### config.mk
export PLATFORM = sky130hd
export DESIGN_NAME = uim_regs
export DESIGN_NICKNAME = d
export VERILOG_FILES = /design/src/include/uim_pkg.sv /design/src/rtl/uim_regs.sv
export VERILOG_INCLUDE_DIRS = /design/src /design/src/include
export SDC_FILE = /design/constraint.sdc
export NUM_CORES = 1
export LEC_CHECK = 0
export BUFFER_PORTS_ARGS = -buffer_cell sky130_fd_sc_hd__buf_2
export CORE_MARGIN = 3
export CORE_UTILIZATION = 30
export DETAILED_ROUTE_END_ITERATION = 8
export PLACE_DENSITY = 0.52
export SLEW_MARGIN = 30
export SYNTH_ARGS = -nofsm -noshare
export SYNTH_HDL_FRONTEND = slang
export SYNTH_SLANG_ARGS = --single-unit
export TNS_END_PERCENT = 30
### constraint.sdc
create_clock -name core_clk_i -period 10.5 [get_ports core_clk_i]
set_input_delay 0.525 -clock core_clk_i [delete_from_list [all_inputs] [get_ports core_clk_i]]
set_output_delay 0.525 -clock core_clk_i [all_outputs]
set_load 0.05 [all_outputs]
### src/include/uim_map.svh
/*
 * register offsets, field positions and reset values of the usb interface machine
 * register block. assumes a 32-bit peripheral access port with byte offsets.
 */
`ifndef UIM_MAP_SVH
`define UIM_MAP_SVH

`define UIM_OFF_IFM_CTRL      8'h04
`define UIM_OFF_DEV_ADDR      8'h08
`define UIM_OFF_OTG_CTRL      8'h10
`define UIM_OFF_OTG_FLAGS     8'h14
`define UIM_OFF_SERIAL_CTRL   8'h18
`define UIM_OFF_LINE_FLAGS    8'h1C
`define UIM_OFF_HOLD_SEL      8'h20
`define UIM_OFF_PORT_MASKS    8'h24
`define UIM_OFF_FRAME_CNT     8'h28
`define UIM_OFF_LAST_PID      8'h2C
`define UIM_OFF_LAST_EP       8'h30
`define UIM_OFF_EP_SPECIAL    8'h34
`define UIM_OFF_OTG_MASK      8'h38
`define UIM_OFF_POWER_SIG     8'h3C

`define UIM_LSD_EN_BIT        2
`define UIM_SER_CTRL_RST      4'h2
`define UIM_FLAG_TOKEN        6
`define UIM_FLAG_SE0          5
`define UIM_FLAG_K            4
`define UIM_FLAG_J            3
`define UIM_FLAG_CRC16        2
`define UIM_FLAG_RXACT        1
`define UIM_FLAG_RXERR        0
`define UIM_EP_SPECIAL_OR     5'h10
`define UIM_LS_SE0            2'h0
`define UIM_LS_J              2'h1
`define UIM_LS_K              2'h2

`endif

### src/include/uim_pkg.sv
/*
 * types shared by the usb interface machine register block.
 * assumes the map header supplies all numeric constants.
 */
package uim_pkg;

   typedef struct packed {
      logic ext_vbus_ind;
      logic ext_vbus_drv;
      logic chrg_vbus;
      logic dischrg_vbus;
      logic dm_pulldown;
      logic dp_pulldown;
      logic id_pullup;
   } uim_otg_ctrl_t;

   typedef struct packed {
      logic bvalid;
      logic idgnd;
      logic hostdis;
      logic vbusvld;
      logic sessvld;
      logic sessend;
   } uim_otg_stat_t;

   typedef struct packed {
      logic tx_se0;
      logic tx_data;
      logic tx_enable_n;
      logic fsls_serial;
   } uim_serial_ctrl_t;

   typedef struct packed {
      logic       valid;
      logic [3:0] pid;
      logic [3:0] endp;
      logic [6:0] addr;
      logic       crc5_ok;
      logic       pid_ok;
   } uim_token_t;

   typedef enum logic [2:0] {
      UIM_RX_IDLE   = 3'b001,
      UIM_RX_ACTIVE = 3'b010,
      UIM_RX_DONE   = 3'b100
   } uim_rx_state_t;

endpackage : uim_pkg

### src/rtl/uim_regs.sv
/*
 * usb interface machine register block: on-the-go control and status, serial line
 * control, line and error flags with hold select and flag ports, frame counter,
 * last packet id and endpoint capture, special endpoint marking.
 * assumes the packet decoder reports one token/data result per pulse on the core
 * clock; phy status and line inputs are asynchronous and synchronised here.
 */
`include "uim_map.svh"

// Notes on behaviour
// - bits 7,6 select external vbus modes
// - bits 4..1 drive charge, discharge, pulldowns
// - bit 0 drives id pullup
// - otg flags read live phy status
// - serial bits 6..4 read receive lines
// - serial bits 3,2,0 drive tx outputs
// - serial bit 1 resets high, low enables
// - non-held flags 6..2 clear at next packet
// - flag 6 on good matching token
// - flags 5..3 on se0, k, j
// - flag 2 on data crc16 failure
// - flags 1,0 follow rxactive, rxerror unless held
// - held flags clear by writing one
// - masked flags or onto flag ports
// - eleven-bit frame counter, one field at 0x28
// - capture last packet id
// - capture last endpoint with valid bit
// - special endpoints delivered ored with 0x10
// - address register filters tokens
// - symbol detection needs decoder enable
module uim_regs
   import uim_pkg::*;
(
   // clock, reset, enable
   input  wire logic             core_clk_i,
   input  wire logic             rst_i,
   input  wire logic             clk_en_i,
   // peripheral register port
   input  wire logic             reg_wr_i,
   input  wire logic             reg_rd_i,
   input  wire logic [7:0]       reg_addr_i,
   input  wire logic [31:0]      reg_wdata_i,
   output logic      [31:0]      reg_rdata_o,
   // phy status and line inputs (asynchronous)
   input  wire uim_otg_stat_t    otg_stat_i,
   input  wire logic             rx_rcv_i,
   input  wire logic             rx_dm_i,
   input  wire logic             rx_dp_i,
   input  wire logic [1:0]       line_state_i,
   input  wire logic             utmi_rxactive_i,
   input  wire logic             utmi_rxerror_i,
   // packet decoder results (core clock)
   input  wire uim_token_t       token_i,
   input  wire logic             data_done_i,
   input  wire logic             data_crc16_bad_i,
   // phy control outputs
   output uim_otg_ctrl_t         otg_ctrl_o,
   output uim_serial_ctrl_t      serial_ctrl_o,
   // flag ports
   output logic                  flag_port_a_o,
   output logic                  flag_port_b_o,
   output logic                  flag_port_c_o,
   output logic                  flag_port_d_o,
   // receive endpoint delivery
   output logic                  rx_ep_valid_o,
   output logic      [4:0]       rx_ep_o
);

   function automatic logic hit(input logic [6:0] flags, input logic [7:0] mask);
      hit = |(flags & mask[6:0]);
   endfunction : hit

   // synchronisers for everything arriving from the phy
   localparam int SW = 13;
   logic [SW-1:0] sync1_q;
   logic [SW-1:0] sync2_q;
   wire  [SW-1:0] async_in = {otg_stat_i, rx_rcv_i, rx_dm_i, rx_dp_i, line_state_i,
                              utmi_rxactive_i, utmi_rxerror_i};

   always_ff @(posedge core_clk_i or posedge rst_i) begin
      if (rst_i) begin
         sync1_q <= '0;
         sync2_q <= '0;
      end else if (clk_en_i) begin
         sync1_q <= async_in;
         sync2_q <= sync1_q;
      end
   end

   uim_otg_stat_t otg_stat_s;
   logic          rx_rcv_s;
   logic          rx_dm_s;
   logic          rx_dp_s;
   logic [1:0]    line_state_s;
   logic          rxactive_s;
   logic          rxerror_s;
   assign {otg_stat_s, rx_rcv_s, rx_dm_s, rx_dp_s, line_state_s, rxactive_s, rxerror_s}
      = sync2_q;

   // register storage
   logic [7:0]       ifm_ctrl_q;
   logic [6:0]       dev_addr_q;
   uim_otg_ctrl_t    otg_ctrl_q;
   uim_serial_ctrl_t serial_ctrl_q;
   logic [6:0]       hold_sel_q;
   logic [31:0]      port_masks_q;
   logic [10:0]      frame_cnt_q;
   logic [15:0]      ep_special_q;
   logic [31:0]      otg_mask_q;
   logic [8:0]       power_sig_q;
   logic [6:0]       flags_q;
   logic [6:0]       flags_d;
   logic [3:0]       last_pid_q;
   logic [3:0]       last_ep_q;
   logic             last_ep_valid_q;
   uim_rx_state_t    rx_state_q;

   wire wr = reg_wr_i & clk_en_i;
   function automatic logic wr_at(input logic [7:0] off);
      wr_at = wr && (reg_addr_i == off);
   endfunction : wr_at

   // writable control registers; reserved bits are dropped on write
   always_ff @(posedge core_clk_i or posedge rst_i) begin
      if (rst_i) begin
         ifm_ctrl_q    <= '0;
         dev_addr_q    <= '0;
         otg_ctrl_q    <= '0;
         serial_ctrl_q <= `UIM_SER_CTRL_RST;
         hold_sel_q    <= '0;
         port_masks_q  <= '0;
         ep_special_q  <= '0;
         otg_mask_q    <= '0;
         power_sig_q   <= '0;
      end else begin
         if (wr_at(`UIM_OFF_IFM_CTRL)) begin
            ifm_ctrl_q <= reg_wdata_i[7:0] & 8'hF7;
         end
         if (wr_at(`UIM_OFF_DEV_ADDR)) begin
            dev_addr_q <= reg_wdata_i[6:0];
         end
         if (wr_at(`UIM_OFF_OTG_CTRL)) begin
            otg_ctrl_q <= {reg_wdata_i[7:6], reg_wdata_i[4:0]};
         end
         if (wr_at(`UIM_OFF_SERIAL_CTRL)) begin
            serial_ctrl_q <= reg_wdata_i[3:0];
         end
         if (wr_at(`UIM_OFF_HOLD_SEL)) begin
            hold_sel_q <= reg_wdata_i[6:0];
         end
         if (wr_at(`UIM_OFF_PORT_MASKS)) begin
            port_masks_q <= reg_wdata_i;
         end
         if (wr_at(`UIM_OFF_EP_SPECIAL)) begin
            ep_special_q <= reg_wdata_i[15:0];
         end
         if (wr_at(`UIM_OFF_OTG_MASK)) begin
            otg_mask_q <= reg_wdata_i;
         end
         if (wr_at(`UIM_OFF_POWER_SIG)) begin
            power_sig_q <= reg_wdata_i[8:0];
         end
      end
   end

   // packet boundary tracking from rxactive
   wire pkt_start = (rx_state_q != UIM_RX_ACTIVE) && rxactive_s;

   always_ff @(posedge core_clk_i or posedge rst_i) begin
      if (rst_i) begin
         rx_state_q <= UIM_RX_IDLE;
      end else if (clk_en_i) begin
         case (rx_state_q)
            UIM_RX_IDLE: begin
               if (rxactive_s) begin
                  rx_state_q <= UIM_RX_ACTIVE;
               end
            end
            UIM_RX_ACTIVE: begin
               // the done state lets a packet that follows at once count as new
               if (!rxactive_s) begin
                  rx_state_q <= UIM_RX_DONE;
               end
            end
            UIM_RX_DONE: begin
               if (rxactive_s) begin
                  rx_state_q <= UIM_RX_ACTIVE;
               end else begin
                  rx_state_q <= UIM_RX_IDLE;
               end
            end
            default: begin
               // an illegal code falls back to idle rather than locking up
               rx_state_q <= UIM_RX_IDLE;
            end
         endcase
      end
   end

   // token accepted only with good crc5, good pid and our address
   wire tok_ok = token_i.valid & token_i.crc5_ok & token_i.pid_ok
                 & (token_i.addr == dev_addr_q);
   wire lsd_en = ifm_ctrl_q[`UIM_LSD_EN_BIT];

   logic [6:0] ev;
   always_comb begin
      ev                  = '0;
      ev[`UIM_FLAG_TOKEN] = tok_ok;
      ev[`UIM_FLAG_SE0]   = lsd_en && (line_state_s == `UIM_LS_SE0);
      ev[`UIM_FLAG_K]     = lsd_en && (line_state_s == `UIM_LS_K);
      ev[`UIM_FLAG_J]     = lsd_en && (line_state_s == `UIM_LS_J);
      ev[`UIM_FLAG_CRC16] = data_done_i & data_crc16_bad_i;
      ev[`UIM_FLAG_RXACT] = rxactive_s;
      ev[`UIM_FLAG_RXERR] = rxerror_s;
   end

   // flags: held bits keep set until write-one, others clear at packet start and
   // the live-level bits simply follow their inputs
   logic [6:0] clr_w1;
   assign clr_w1 = wr_at(`UIM_OFF_LINE_FLAGS) ? reg_wdata_i[6:0] : 7'h00;

   // for normal flags a set beats the packet-start clear so no event is lost
   always_comb begin
      flags_d = flags_q;
      for (int i = 0; i < 7; i++) begin
         if (hold_sel_q[i]) begin
            if (clr_w1[i]) begin
               flags_d[i] = 1'b0;
            end else if (ev[i]) begin
               flags_d[i] = 1'b1;
            end
         end else if (i == `UIM_FLAG_RXACT || i == `UIM_FLAG_RXERR) begin
            flags_d[i] = ev[i];
         end else if (ev[i]) begin
            flags_d[i] = 1'b1;
         end else if (pkt_start || clr_w1[i]) begin
            flags_d[i] = 1'b0;
         end
      end
   end

   always_ff @(posedge core_clk_i or posedge rst_i) begin
      if (rst_i) begin
         flags_q <= '0;
      end else if (clk_en_i) begin
         flags_q <= flags_d;
      end
   end

   // flag ports are registered from the next flag values (flags_d) and the masks
   always_ff @(posedge core_clk_i or posedge rst_i) begin
      if (rst_i) begin
         flag_port_a_o <= 1'b0;
         flag_port_b_o <= 1'b0;
         flag_port_c_o <= 1'b0;
         flag_port_d_o <= 1'b0;
      end else if (clk_en_i) begin
         flag_port_a_o <= hit(flags_d, port_masks_q[7:0]);
         flag_port_b_o <= hit(flags_d, port_masks_q[15:8]);
         flag_port_c_o <= hit(flags_d, port_masks_q[23:16]);
         flag_port_d_o <= hit(flags_d, port_masks_q[31:24]);
      end
   end

   // frame counter: software writes win; no hardware increment is defined here
   always_ff @(posedge core_clk_i or posedge rst_i) begin
      if (rst_i) begin
         frame_cnt_q <= '0;
      end else if (wr_at(`UIM_OFF_FRAME_CNT)) begin
         frame_cnt_q <= reg_wdata_i[10:0];
      end
   end

   // last pid and endpoint capture on any accepted token
   always_ff @(posedge core_clk_i or posedge rst_i) begin
      if (rst_i) begin
         last_pid_q      <= '0;
         last_ep_q       <= '0;
         last_ep_valid_q <= 1'b0;
      end else if (clk_en_i && tok_ok) begin
         last_pid_q      <= token_i.pid;
         last_ep_q       <= token_i.endp;
         last_ep_valid_q <= 1'b1;
      end
   end

   // endpoint delivery to the receive side; the number holds after the pulse,
   // the valid pulse alone marks fresh data
   always_ff @(posedge core_clk_i or posedge rst_i) begin
      if (rst_i) begin
         rx_ep_valid_o <= 1'b0;
         rx_ep_o       <= '0;
      end else if (clk_en_i) begin
         rx_ep_valid_o <= tok_ok;
         if (tok_ok) begin
            rx_ep_o <= {1'b0, token_i.endp}
                       | (ep_special_q[token_i.endp] ? `UIM_EP_SPECIAL_OR : 5'h00);
         end
      end
   end

   // phy control outputs, registered copies
   always_ff @(posedge core_clk_i or posedge rst_i) begin
      if (rst_i) begin
         otg_ctrl_o    <= '0;
         serial_ctrl_o <= `UIM_SER_CTRL_RST;
      end else if (clk_en_i) begin
         otg_ctrl_o    <= otg_ctrl_q;
         serial_ctrl_o <= serial_ctrl_q;
      end
   end

   // read mux; unmapped offsets and reserved bits read zero
   logic [31:0] rdata;
   always_comb begin
      rdata = 32'h0000_0000;
      case (reg_addr_i)
         `UIM_OFF_IFM_CTRL: begin
            rdata[7:0] = ifm_ctrl_q;
         end
         `UIM_OFF_DEV_ADDR: begin
            rdata[6:0] = dev_addr_q;
         end
         `UIM_OFF_OTG_CTRL: begin
            // bit 5 is a hole in the field, it reads zero
            rdata[7:0] = {otg_ctrl_q[6:5], 1'b0, otg_ctrl_q[4:0]};
         end
         `UIM_OFF_OTG_FLAGS: begin
            rdata[5:0] = otg_stat_s;
         end
         `UIM_OFF_SERIAL_CTRL: begin
            rdata[6:0] = {rx_rcv_s, rx_dm_s, rx_dp_s, serial_ctrl_q};
         end
         `UIM_OFF_LINE_FLAGS: begin
            rdata[6:0] = flags_q;
         end
         `UIM_OFF_HOLD_SEL: begin
            rdata[6:0] = hold_sel_q;
         end
         `UIM_OFF_PORT_MASKS: begin
            rdata = port_masks_q;
         end
         `UIM_OFF_FRAME_CNT: begin
            rdata[10:0] = frame_cnt_q;
         end
         `UIM_OFF_LAST_PID: begin
            rdata[3:0] = last_pid_q;
         end
         `UIM_OFF_LAST_EP: begin
            rdata[4:0] = {last_ep_valid_q, last_ep_q};
         end
         `UIM_OFF_EP_SPECIAL: begin
            rdata[15:0] = ep_special_q;
         end
         `UIM_OFF_OTG_MASK: begin
            rdata = otg_mask_q;
         end
         `UIM_OFF_POWER_SIG: begin
            rdata[8:0] = power_sig_q;
         end
         default: begin
            rdata = 32'h0000_0000;
         end
      endcase
   end

   // read data holds between reads so a slow master may take it late
   always_ff @(posedge core_clk_i or posedge rst_i) begin
      if (rst_i) begin
         reg_rdata_o <= '0;
      end else if (clk_en_i && reg_rd_i) begin
         reg_rdata_o <= rdata;
      end
   end

endmodule : uim_regs

==> results of run 1 <==
-- metal layers --
metal	GRT usage, %	vias up	wire [um]
met1	23.5	3781	14300
li1	-	3359	-
met5	0	-	13
met2	28.1	198	15000
met3	2.69	56	1700
met4	4.51	2	787
-- cell type report --
type	count	area [sq um]	share of cell area (%)
flip-flops and latches	226	5660	45.6
multi-input cells	543	4550	36.6
repair buffers	141	736	5.93
clock buffers	37	733	5.91
well taps	448	561	4.52
clock inverters	9	98.8	0.797
inverters	17	71.3	0.575
diodes	1	2.50	0.0202
-- worst max-delay path: stages --
cell      delay, ns
buf_2          0.48
nor4bb_1       0.35
buf_4          0.24
and2_2         0.54
nand2_2        0.50
buf_4          0.36
mux2_1         0.34
-- power breakdown --
group	switching [W]	leakage, nW	internal (W)
Clock	0.000368	0.413	0.000533
Sequential	0.0000386	3.01	0.000913
Combinational	0.000114	2.59	0.0000693
Total	0.000521	6.01	0.00152
-- registers in the layout, summed over array words and instances (netlist names), 4 cells and up --
signal         count
sync2_q           13
otg_ctrl_o         7
otg_ctrl_q         7
dev_addr_q         7
last_pid_q         4
otg_mask_q        32
power_sig_q        9
port_masks_q      32
serial_ctrl_o      4
ep_special_q      16
flags_q            7
ifm_ctrl_q         7
hold_sel_q         7
frame_cnt_q       11
reg_rdata_o       32
sync1_q           13
serial_ctrl_q      4
-- metrics by stage --
stage	power (W)	utilization [%]	instance area, sq um
after detailed placement	0.00115	34.1	11600
after global placement	0.00115	34.0	11600
after CTS	0.00206	36.5	12400
after global routing	0.00212	36.5	12400
final	0.00204	36.5	12400
after floorplan	0.00107	-	10500
-- how the worst min path moves through the flow --
stage	slack (ns)	cells after the start	to
2_1_floorplan	0.44	1	last_ep_valid_q$_DFFE_PP0P_
3_3_place_gp	0.45	1	last_ep_valid_q$_DFFE_PP0P_
3_5_place_dp	0.46	1	reg_rdata_o[7]$_DFFE_PP0P_
4_1_cts	0.18	2	rx_ep_valid_o$_DFFE_PP0P_
5_1_grt	0.20	2	reg_rdata_o[24]$_DFFE_PP0P_
6_report	0.13	2	reg_rdata_o[24]$_DFFE_PP0P_
-- kinds of logic after synthesis --
group / share of synthesized area, %
DFF: 54.0
muxes: 22.1
and+or+nand+nor: 9.12
AOI/OAI and AO/OA: 11.1
buffers and inverters: 2.96
xor gates and xnor gates: 0.669
-- synthesized netlist by cell type (5+ instances only) --
cell      instances  area, sq um
dfrtp_1         223         5580
mux2_1          134         1510
nand2_1          65          244
mux2_2           46          518
o21ai_1          38          190
a22oi_1          35          263
clkbuf_1         32          120
nand3_1          23          115
o21ai_0          22          110
buf_2            17         85.1
inv_1            17         63.8
and2_1           12         75.1
a22o_1           11         96.3
mux2i_1          11          110
nand2b_1         10         62.6
nand4_1           9         56.3
mux4_2            8          180
nor2_1            8         30.0
a21oi_1           7         35.0
nor3b_1           7         52.6
xor2_1            7         61.3
and3_1            6         37.5
buf_1             6         22.5
a221o_1           5         50.1
==> impl_metrics.json, run 1 <==
{
  "status": "finished clean",
  "setup_viol": 0,
  "wire_per_inst_um": 22.4,
  "ys.flop_type": "dfrtp_1",
  "cp-startpoint": "reg_addr_i[4]",
  "routed_wl_mm": 31.9,
  "worst_setup_path_start_kind": "primary input",
  "routabilityCongestion": 0.900,
  "ctsRootBufferMaster": "clkbuf_16",
  "final_cell_mix": "dfrtp_1, mux2_1, buf_2, nand2_1, mux2_2",
  "endpoint_kind": "flip-flop",
  "tightest_slew_ns": 1.05,
  "clock-sinks": 226,
  "yosys_warnings": 0,
  "grt_pass1_vias": 7560,
  "rows": 67,
  "yosys.cell_types.count": 65,
  "grt_max_degree": 111,
  "yosysSeqAreaShare_pct": 54.0,
  "routed_via_density": 5.20,
  "insertion_delay_ns": 0.54,
  "postCtsHoldBufs": 0,
  "post_cts_buffers": 0,
  "fp.dieW_um": 193,
  "fin_crit_ns": 2.95,
  "cts_buffer_depth": 3,
  "syn-num-nets": 921,
  "grt_pass1_wl_mm": 47.9,
  "ios": 131,
  "setup_tns_ns": 0,
  "slew_headroom_pct": 29.2,
  "yosys_register_bits": 226,
  "cts_tree": "yes",
  "arrival_ns": 3.36,
  "synth_cells": 843,
  "postRouteAntennaNets": 0,
  "drt_iter0_drc": 449,
  "port_buffers": 130,
  "antenna_found_initial": 1,
  "start_util_pct": 30.9,
  "drc": 0,
  "cts_resized": 0,
  "cts_buffers": 27,
  "hp-class": "primary input to async pin",
  "r2r_end": "last_ep_q[0]$_DFFE_PP0P_",
  "hold_violations": 0,
  "crit_fanout": 28,
  "synth_edf_count": 0,
  "fillers": 3378,
  "hpwl_mm": 22.4,
  "fp.dieH_um": 193,
  "ir_worst_vdd_mv": 0.102,
  "drive_gt1_share_pct": 25.9,
  "r2r_cells": 5,
  "avgSynthCellArea_sq_um": 12.4,
  "power.leakage_nw": 6.01,
  "path_class": "primary input to flip-flop",
  "rrSetupSlack_ns": 7.60,
  "async_flop_share_pct": 100,
  "worstSetupEndpoint": "otg_mask_q[19]$_DFFE_PP0P_",
  "cap_violations": 0,
  "coreArea_sq_mm": 0.0340,
  "finClkSkew_ns": 0.00724,
  "period_share_pct": 28.1,
  "layout_setup_ws_ns": 7.55,
  "fmax_mhz": 339,
  "dieArea_sq_mm": 0.0372,
  "dr.pass1.iters": 5,
  "final_nets": 1034,
  "overflow": 0,
  "grt.total_usage_pct": 17.1,
  "p_per_area_mw_per_mm2": 164,
  "layout_commonest_cell": "dfrtp_1",
  "rsz0062_at_grt": "false",
  "slew_viol_final": 0,
  "rr_startpoint": "dev_addr_q[5]$_DFFE_PP0P_",
  "required_ns": 10.91,
  "dpl.cell_count": 1375,
  "fin_cells": 1422,
  "pre_cts_slack_ns": 6.58,
  "syn_area_sq_mm": 0.0105,
  "whs_ns": 0.128,
  "clk_pin_slew_ns": 0.06,
  "cts_max_level": 1,
  "via_count": 7396,
  "area_growth_pct": 18.4
}
Power figures use the tool's default switching activity.
==> inputs of run 2 (changes only) <==
==> constraint.sdc (replaced) <==
create_clock -name core_clk_i -period 2.85 [get_ports core_clk_i]
set_input_delay 0.1425 -clock core_clk_i [delete_from_list [all_inputs] [get_ports core_clk_i]]
set_output_delay 0.1425 -clock core_clk_i [all_outputs]
set_load 0.05 [all_outputs]
==> impl_metrics.json, run 2 (synthesized netlist as in run 1, its figures left out) <==
{
  "swShare_pct": 25.8,
  "path_class": "flip-flop to flip-flop",
  "cts_buffer_depth": 3,
  "layout_setup_ws_ns": 0.476,
  "arrival_ns": 2.77,
  "clkPwrFrac_pct": 43.7,
  "p_int_w": 0.00561,
  "setup_tns_ns": 0,
  "fmax_mhz": 421,
  "clk_pin_slew_ns": 0.06,
  "grt_max_degree": 154,
  "start_util_pct": 30.9,
  "fin_cells": 1496,
  "dr.pass1.iters": 5,
  "pre_cts_slack_ns": 0.508,
  "slew_viol_final": 0,
  "p_per_area_mw_per_mm2": 577,
  "routabilityCongestion": 0.915,
  "drt_iter0_drc": 421,
  "final_core_util_pct": 38.6,
  "cts_tree": "yes",
  "cp-startpoint": "dev_addr_q[4]$_DFFE_PP0P_",
  "power.leakage_nw": 6.32,
  "dpl_cell_area_sq_mm": 0.0118,
  "final_nets": 1106,
  "rsz0062_at_grt": "false",
  "ff_latch_area_sq_mm": 0.00566,
  "tightest_slew_ns": 0.889,
  "ir_worst_vdd_mv": 0.497,
  "hold_violations": 0,
  "seqPwrFrac_pct": 46.3,
  "net-switching-power_w": 0.00195,
  "final_cell_mix": "dfrtp_1, mux2_1, buf_2, nand2_1, dlygate4sd3_1",
  "pwr-share-comb_pct": 9.9,
  "ctsRootBufferMaster": "clkbuf_16",
  "worst_setup_path_start_kind": "flip-flop",
  "crit_fanout": 5,
  "dieArea_sq_mm": 0.0372,
  "clock-sinks": 226,
  "grt_pass1_vias": 7747,
  "ios": 131,
  "dpl.cell_count": 1398,
  "cap_violations": 0,
  "path_buf_inv": 1,
  "wire_per_inst_um": 21.5,
  "fp.dieW_um": 193,
  "top_regs": "otg_mask_q (32), port_masks_q (32), reg_rdata_o (32)",
  "layout_commonest_cell": "dfrtp_1",
  "rows": 67,
  "grt.total_usage_pct": 17.3,
  "fp.dieH_um": 193,
  "multi_input_area_sq_mm": 0.00452,
  "fin_crit_ns": 2.37,
  "required_ns": 3.25,
  "rr_startpoint": "dev_addr_q[4]$_DFFE_PP0P_",
  "period_share_pct": 83.3,
  "cts_buffers": 27,
  "cpPeakStageDelay_ns": 0.78,
  "via_count": 7570,
  "routed_via_density": 5.06,
  "status": "finished clean",
  "hpwl_mm": 22.9,
  "drive_gt1_share_pct": 26.4,
  "postRouteAntennaNets": 0,
  "slew_headroom_pct": 40.2,
  "insertion_delay_ns": 0.53,
  "area_growth_pct": 25.0,
  "cts_max_level": 1,
  "cpLargestDelayFamily": "simple AND/OR/NAND/NOR gates",
  "coreArea_sq_mm": 0.0340,
  "hp-class": "primary input to flip-flop",
  "finClkSkew_ns": 0.0149,
  "port_buffers": 130,
  "fillers": 3309,
  "grt_pass1_wl_mm": 48.7,
  "endpoint_kind": "flip-flop",
  "drc": 0,
  "holdCritStartpoint": "reg_wdata_i[2]",
  "antenna_found_initial": 1,
  "setup_viol": 0,
  "final_area_sq_mm": 0.0131,
  "cp_slowest_cell": "nor4_1",
  "cts_resized": 0,
  "routed_wl_mm": 32.2,
  "path_cells": "xor2_1 -> nor4_1 -> and2_1 -> nand2_1 -> buf_4 -> mux2_1",
  "overflow": 0
}
## run 2: cell types whose count changed in the layout (fill, tap and decap cells not counted), moves of 2 or more
| cell | delta |
|---|---|
| buf_12 | +3 |
| clkinvlp_4 | +4 |
| clkbuf_1 | -4 |
| buf_4 | +18 |
| and2_1 | +2 |
| dlygate4sd3_1 | +49 |
| clkbuf_8 | +2 |
| and2_2 | -2 |
## run 2: power by group through the flow
| stage | combinational, W | clock, W | sequential [W] |
|---|---|---|---|
| final | 0.000752 | 0.00330 | 0.00350 |
| after global routing | 0.000821 | 0.00353 | 0.00353 |
| after CTS | 0.000763 | 0.00341 | 0.00350 |
| after detailed placement | 0.000708 | 0 | 0.00356 |
| after global placement | 0.000701 | 0 | 0.00356 |
| after floorplan | 0.000411 | 0 | 0.00355 |
## run 2: layout make-up
| cell class | instances | share of cell area, % |
|---|---|---|
| Antenna cell | 2 | 0.0382 |
| Multi-Input combinational cell | 543 | 34.5 |
| Inverter | 17 | 0.516 |
| Timing Repair Buffer | 213 | 11.0 |
| Tap cell | 448 | 4.28 |
| Clock inverter | 12 | 0.764 |
| Clock buffer | 35 | 5.69 |
| Sequential cell | 226 | 43.2 |
## run 2: repair_timing
| action | CTS | global route |
|---|---|---|
| endpoints found under the hold margin | 240 | 0 |
| hold buffers | 49 | 0 |
| setup buffers | 0 | 0 |
## run 2: worst paths after layout
path / endpoint / slack, ns / depth (start not counted)
worst max-delay path: last_pid_q[2]$_DFFE_PP0P_ / 0.48 / 6
worst min-delay path: hold_sel_q[2]$_DFFE_PP0P_ / 0.04 / 3
worst max register to register: last_pid_q[2]$_DFFE_PP0P_ / 0.48 / 6
worst min register to register: reg_rdata_o[8]$_DFFE_PP0P_ / 0.47 / 1
max in group asynchronous: frame_cnt_q[8]$_DFFE_PP0P_ / 1.73 / 4
min in group asynchronous: rx_ep_valid_o$_DFFE_PP0P_ / 0.44 / 4
## run 2: layer usage
layer  global-route usage (%)  vias up  part of all wire [%]  wire length, um
met3                     2.34       48                   4.9             1570
met4                     4.31        0                   2.3              748
li1                         -     3504                     -                -
met5                        0        -                     0                0
met2                     27.9      210                    46            14900
met1                     24.6     3808                    47            15000
## run 2: worst register-to-register path, cell delays in order (launching register included)
cell and delay [ns]:
dfrtp_1 0.41, xor2_1 0.17, nor4_1 0.78, and2_1 0.28, nand2_1 0.10, buf_4 0.20, mux2_1 0.32
## run 2: stage by stage
step	hold slack, ns	total power [W]
after floorplan	0.265	0.00396
after global placement	0.374	0.00426
after detailed placement	0.376	0.00427
after CTS	0.00643	0.00768
after global routing	0.0182	0.00788
final	0.0352	0.00756
==> inputs of run 3 (changes only) <==
--- a/config.mk
+++ b/config.mk
@@ -10,7 +10,7 @@
 export CORE_MARGIN = 3
 export CORE_UTILIZATION = 30
 export DETAILED_ROUTE_END_ITERATION = 8
-export PLACE_DENSITY = 0.52
+export PLACE_DENSITY = 0.53
 export SLEW_MARGIN = 30
 export SYNTH_ARGS = -nofsm -noshare
 export SYNTH_HDL_FRONTEND = slang
==> constraint.sdc (replaced) <==
create_clock -name core_clk_i -period 2.1 [get_ports core_clk_i]
set_input_delay 0.105 -clock core_clk_i [delete_from_list [all_inputs] [get_ports core_clk_i]]
set_output_delay 0.105 -clock core_clk_i [all_outputs]
set_load 0.05 [all_outputs]
==> impl_metrics.json, run 3 (synthesized netlist as in run 1, its figures left out) <==
{
  "status": "finished clean",
  "rrSetupSlack_ns": 0.11,
  "coreArea_sq_mm": 0.0340,
  "post_cts_buffers": 0,
  "layout_commonest_cell": "dfrtp_1",
  "rows": 67,
  "dieArea_sq_mm": 0.0372,
  "required_ns": 2.50,
  "cts_buffers": 26,
  "final_cell_mix": "dfrtp_1, mux2_1, buf_2, nand2_1, buf_4",
  "antenna_found_initial": 0,
  "top_regs": "otg_mask_q (32), port_masks_q (32), reg_rdata_o (32)",
  "start_util_pct": 30.9,
  "layout_setup_ws_ns": 0.110,
  "pre_cts_slack_ns": 0.0670,
  "endpoint_kind": "flip-flop",
  "area_growth_pct": 29.0,
  "worst_setup_path_start_kind": "flip-flop",
  "grt_pass1_wl_mm": 50.3,
  "insertion_delay_ns": 0.52,
  "cts_max_level": 1,
  "final_nets": 1135,
  "rr_startpoint": "dev_addr_q[5]$_DFFE_PP0P_",
  "clk_pin_slew_ns": 0.06,
  "arrival_ns": 2.39,
  "fmax_mhz": 503,
  "hpwl_mm": 23.4,
  "via_count": 7774,
  "slew_headroom_pct": 61.3,
  "fp.dieW_um": 193,
  "drive_gt1_share_pct": 28.5,
  "r2r_cells": 7,
  "drc": 0,
  "routed_wl_mm": 32.6,
  "routed_via_density": 5.10,
  "wire_per_inst_um": 21.4,
  "period_share_pct": 94.7,
  "port_buffers": 130,
  "cts_buffer_depth": 3,
  "hold_violations": 0,
  "dpl_cell_area_sq_mm": 0.0120,
  "grt_pass1_vias": 8098,
  "antenna_cells": 0,
  "ios": 131,
  "cts_tree": "yes",
  "drt_iter0_drc": 424,
  "overflow": 0,
  "hp-class": "primary input to flip-flop",
  "fp.dieH_um": 193,
  "path_class": "flip-flop to flip-flop",
  "ir_worst_vdd_mv": 0.581,
  "cap_violations": 0,
  "ctsRootBufferMaster": "clkbuf_16",
  "rsz0062_at_grt": "false",
  "whs_ns": 0.0614,
  "worstSetupEndpoint": "rx_ep_o[3]$_DFFE_PP0P_",
  "slew_viol_final": 0,
  "r2r_end": "rx_ep_o[3]$_DFFE_PP0P_",
  "grt_max_degree": 90,
  "final_area_sq_mm": 0.0135,
  "final_core_util_pct": 39.8,
  "tightest_slew_ns": 0.580,
  "p_per_area_mw_per_mm2": 801,
  "finClkSkew_ns": 0.00852,
  "dr.pass1.iters": 4,
  "crit_fanout": 8,
  "power.leakage_nw": 6.55,
  "fin_crit_ns": 1.99,
  "routabilityCongestion": 0.880,
  "setup_tns_ns": 0,
  "clock-sinks": 226,
  "setup_viol": 0,
  "postRouteAntennaNets": 0,
  "cp-startpoint": "dev_addr_q[5]$_DFFE_PP0P_",
  "grt.total_usage_pct": 17.8
}
## run 3: cell types whose count changed in the layout (fill, tap and decap cells not counted), sizes merged
cell and delta:
dlygate4sd3 +2, clkinv -4, buf +28, inv -1, diode -2, bufinv +4
## run 3: critical path: stages, from the launching register on
cell,delay (ns)
dfrtp_1,0.42
xor2_1,0.17
nor4_1,0.29
buf_4,0.20
and2_1,0.17
nand2_1,0.12
buf_12,0.19
mux2_1,0.31
## run 3: worst min path at each step
stage / from / end / depth (start not counted)
after floorplan: reg_wdata_i[10] / port_masks_q[10]$_DFFE_PP0P_ / 2
after global placement: reg_wdata_i[31] / otg_mask_q[31]$_DFFE_PP0P_ / 2
after detailed placement: reg_wdata_i[31] / otg_mask_q[31]$_DFFE_PP0P_ / 2
after CTS: reg_wdata_i[1] / hold_sel_q[1]$_DFFE_PP0P_ / 2
after global routing: reg_wdata_i[1] / hold_sel_q[1]$_DFFE_PP0P_ / 2
final: reg_wdata_i[1] / port_masks_q[1]$_DFFE_PP0P_ / 2
## run 3: final cells by class
class,count,area [sq um]
fill,3302,20400
sequential,226,5660
multi-input combinational,543,4520
timing repair buffer,243,1750
clock buffer,35,766
tap,448,561
clock inverter,11,191
inverter,17,67.6
## run 3: routing by layer
layer	up-vias	part of all wire [%]	global-route usage (%)
met3	44	4.5	2.76
met1	3970	46	24.9
li1	3568	-	-
met2	192	47	29.0
met4	0	2.2	3.98
met5	-	0	0
## run 3: timing repair
item | in CTS | in global routing
gates resized for setup | 0 | 1
setup endpoints to repair | 0 | 8
hold buffers | 51 | 0
hold endpoints to repair | 316 | 0
## run 3: report_power, final
part | internal [W] | leakage, nW | switching (W)
combinational | 0.000475 | 3.08 | 0.000607
clock | 0.00316 | 0.461 | 0.00184
sequential | 0.00456 | 3.01 | 0.000188
## run 3: stage by stage
step	cells	total power (W)
4_1_cts	1523	0.0110
6_report	1523	0.0108
3_5_place_dp	1426	0.00585
5_1_grt	1523	0.0113
3_3_place_gp	1426	0.00584
2_1_floorplan	843	0.00537
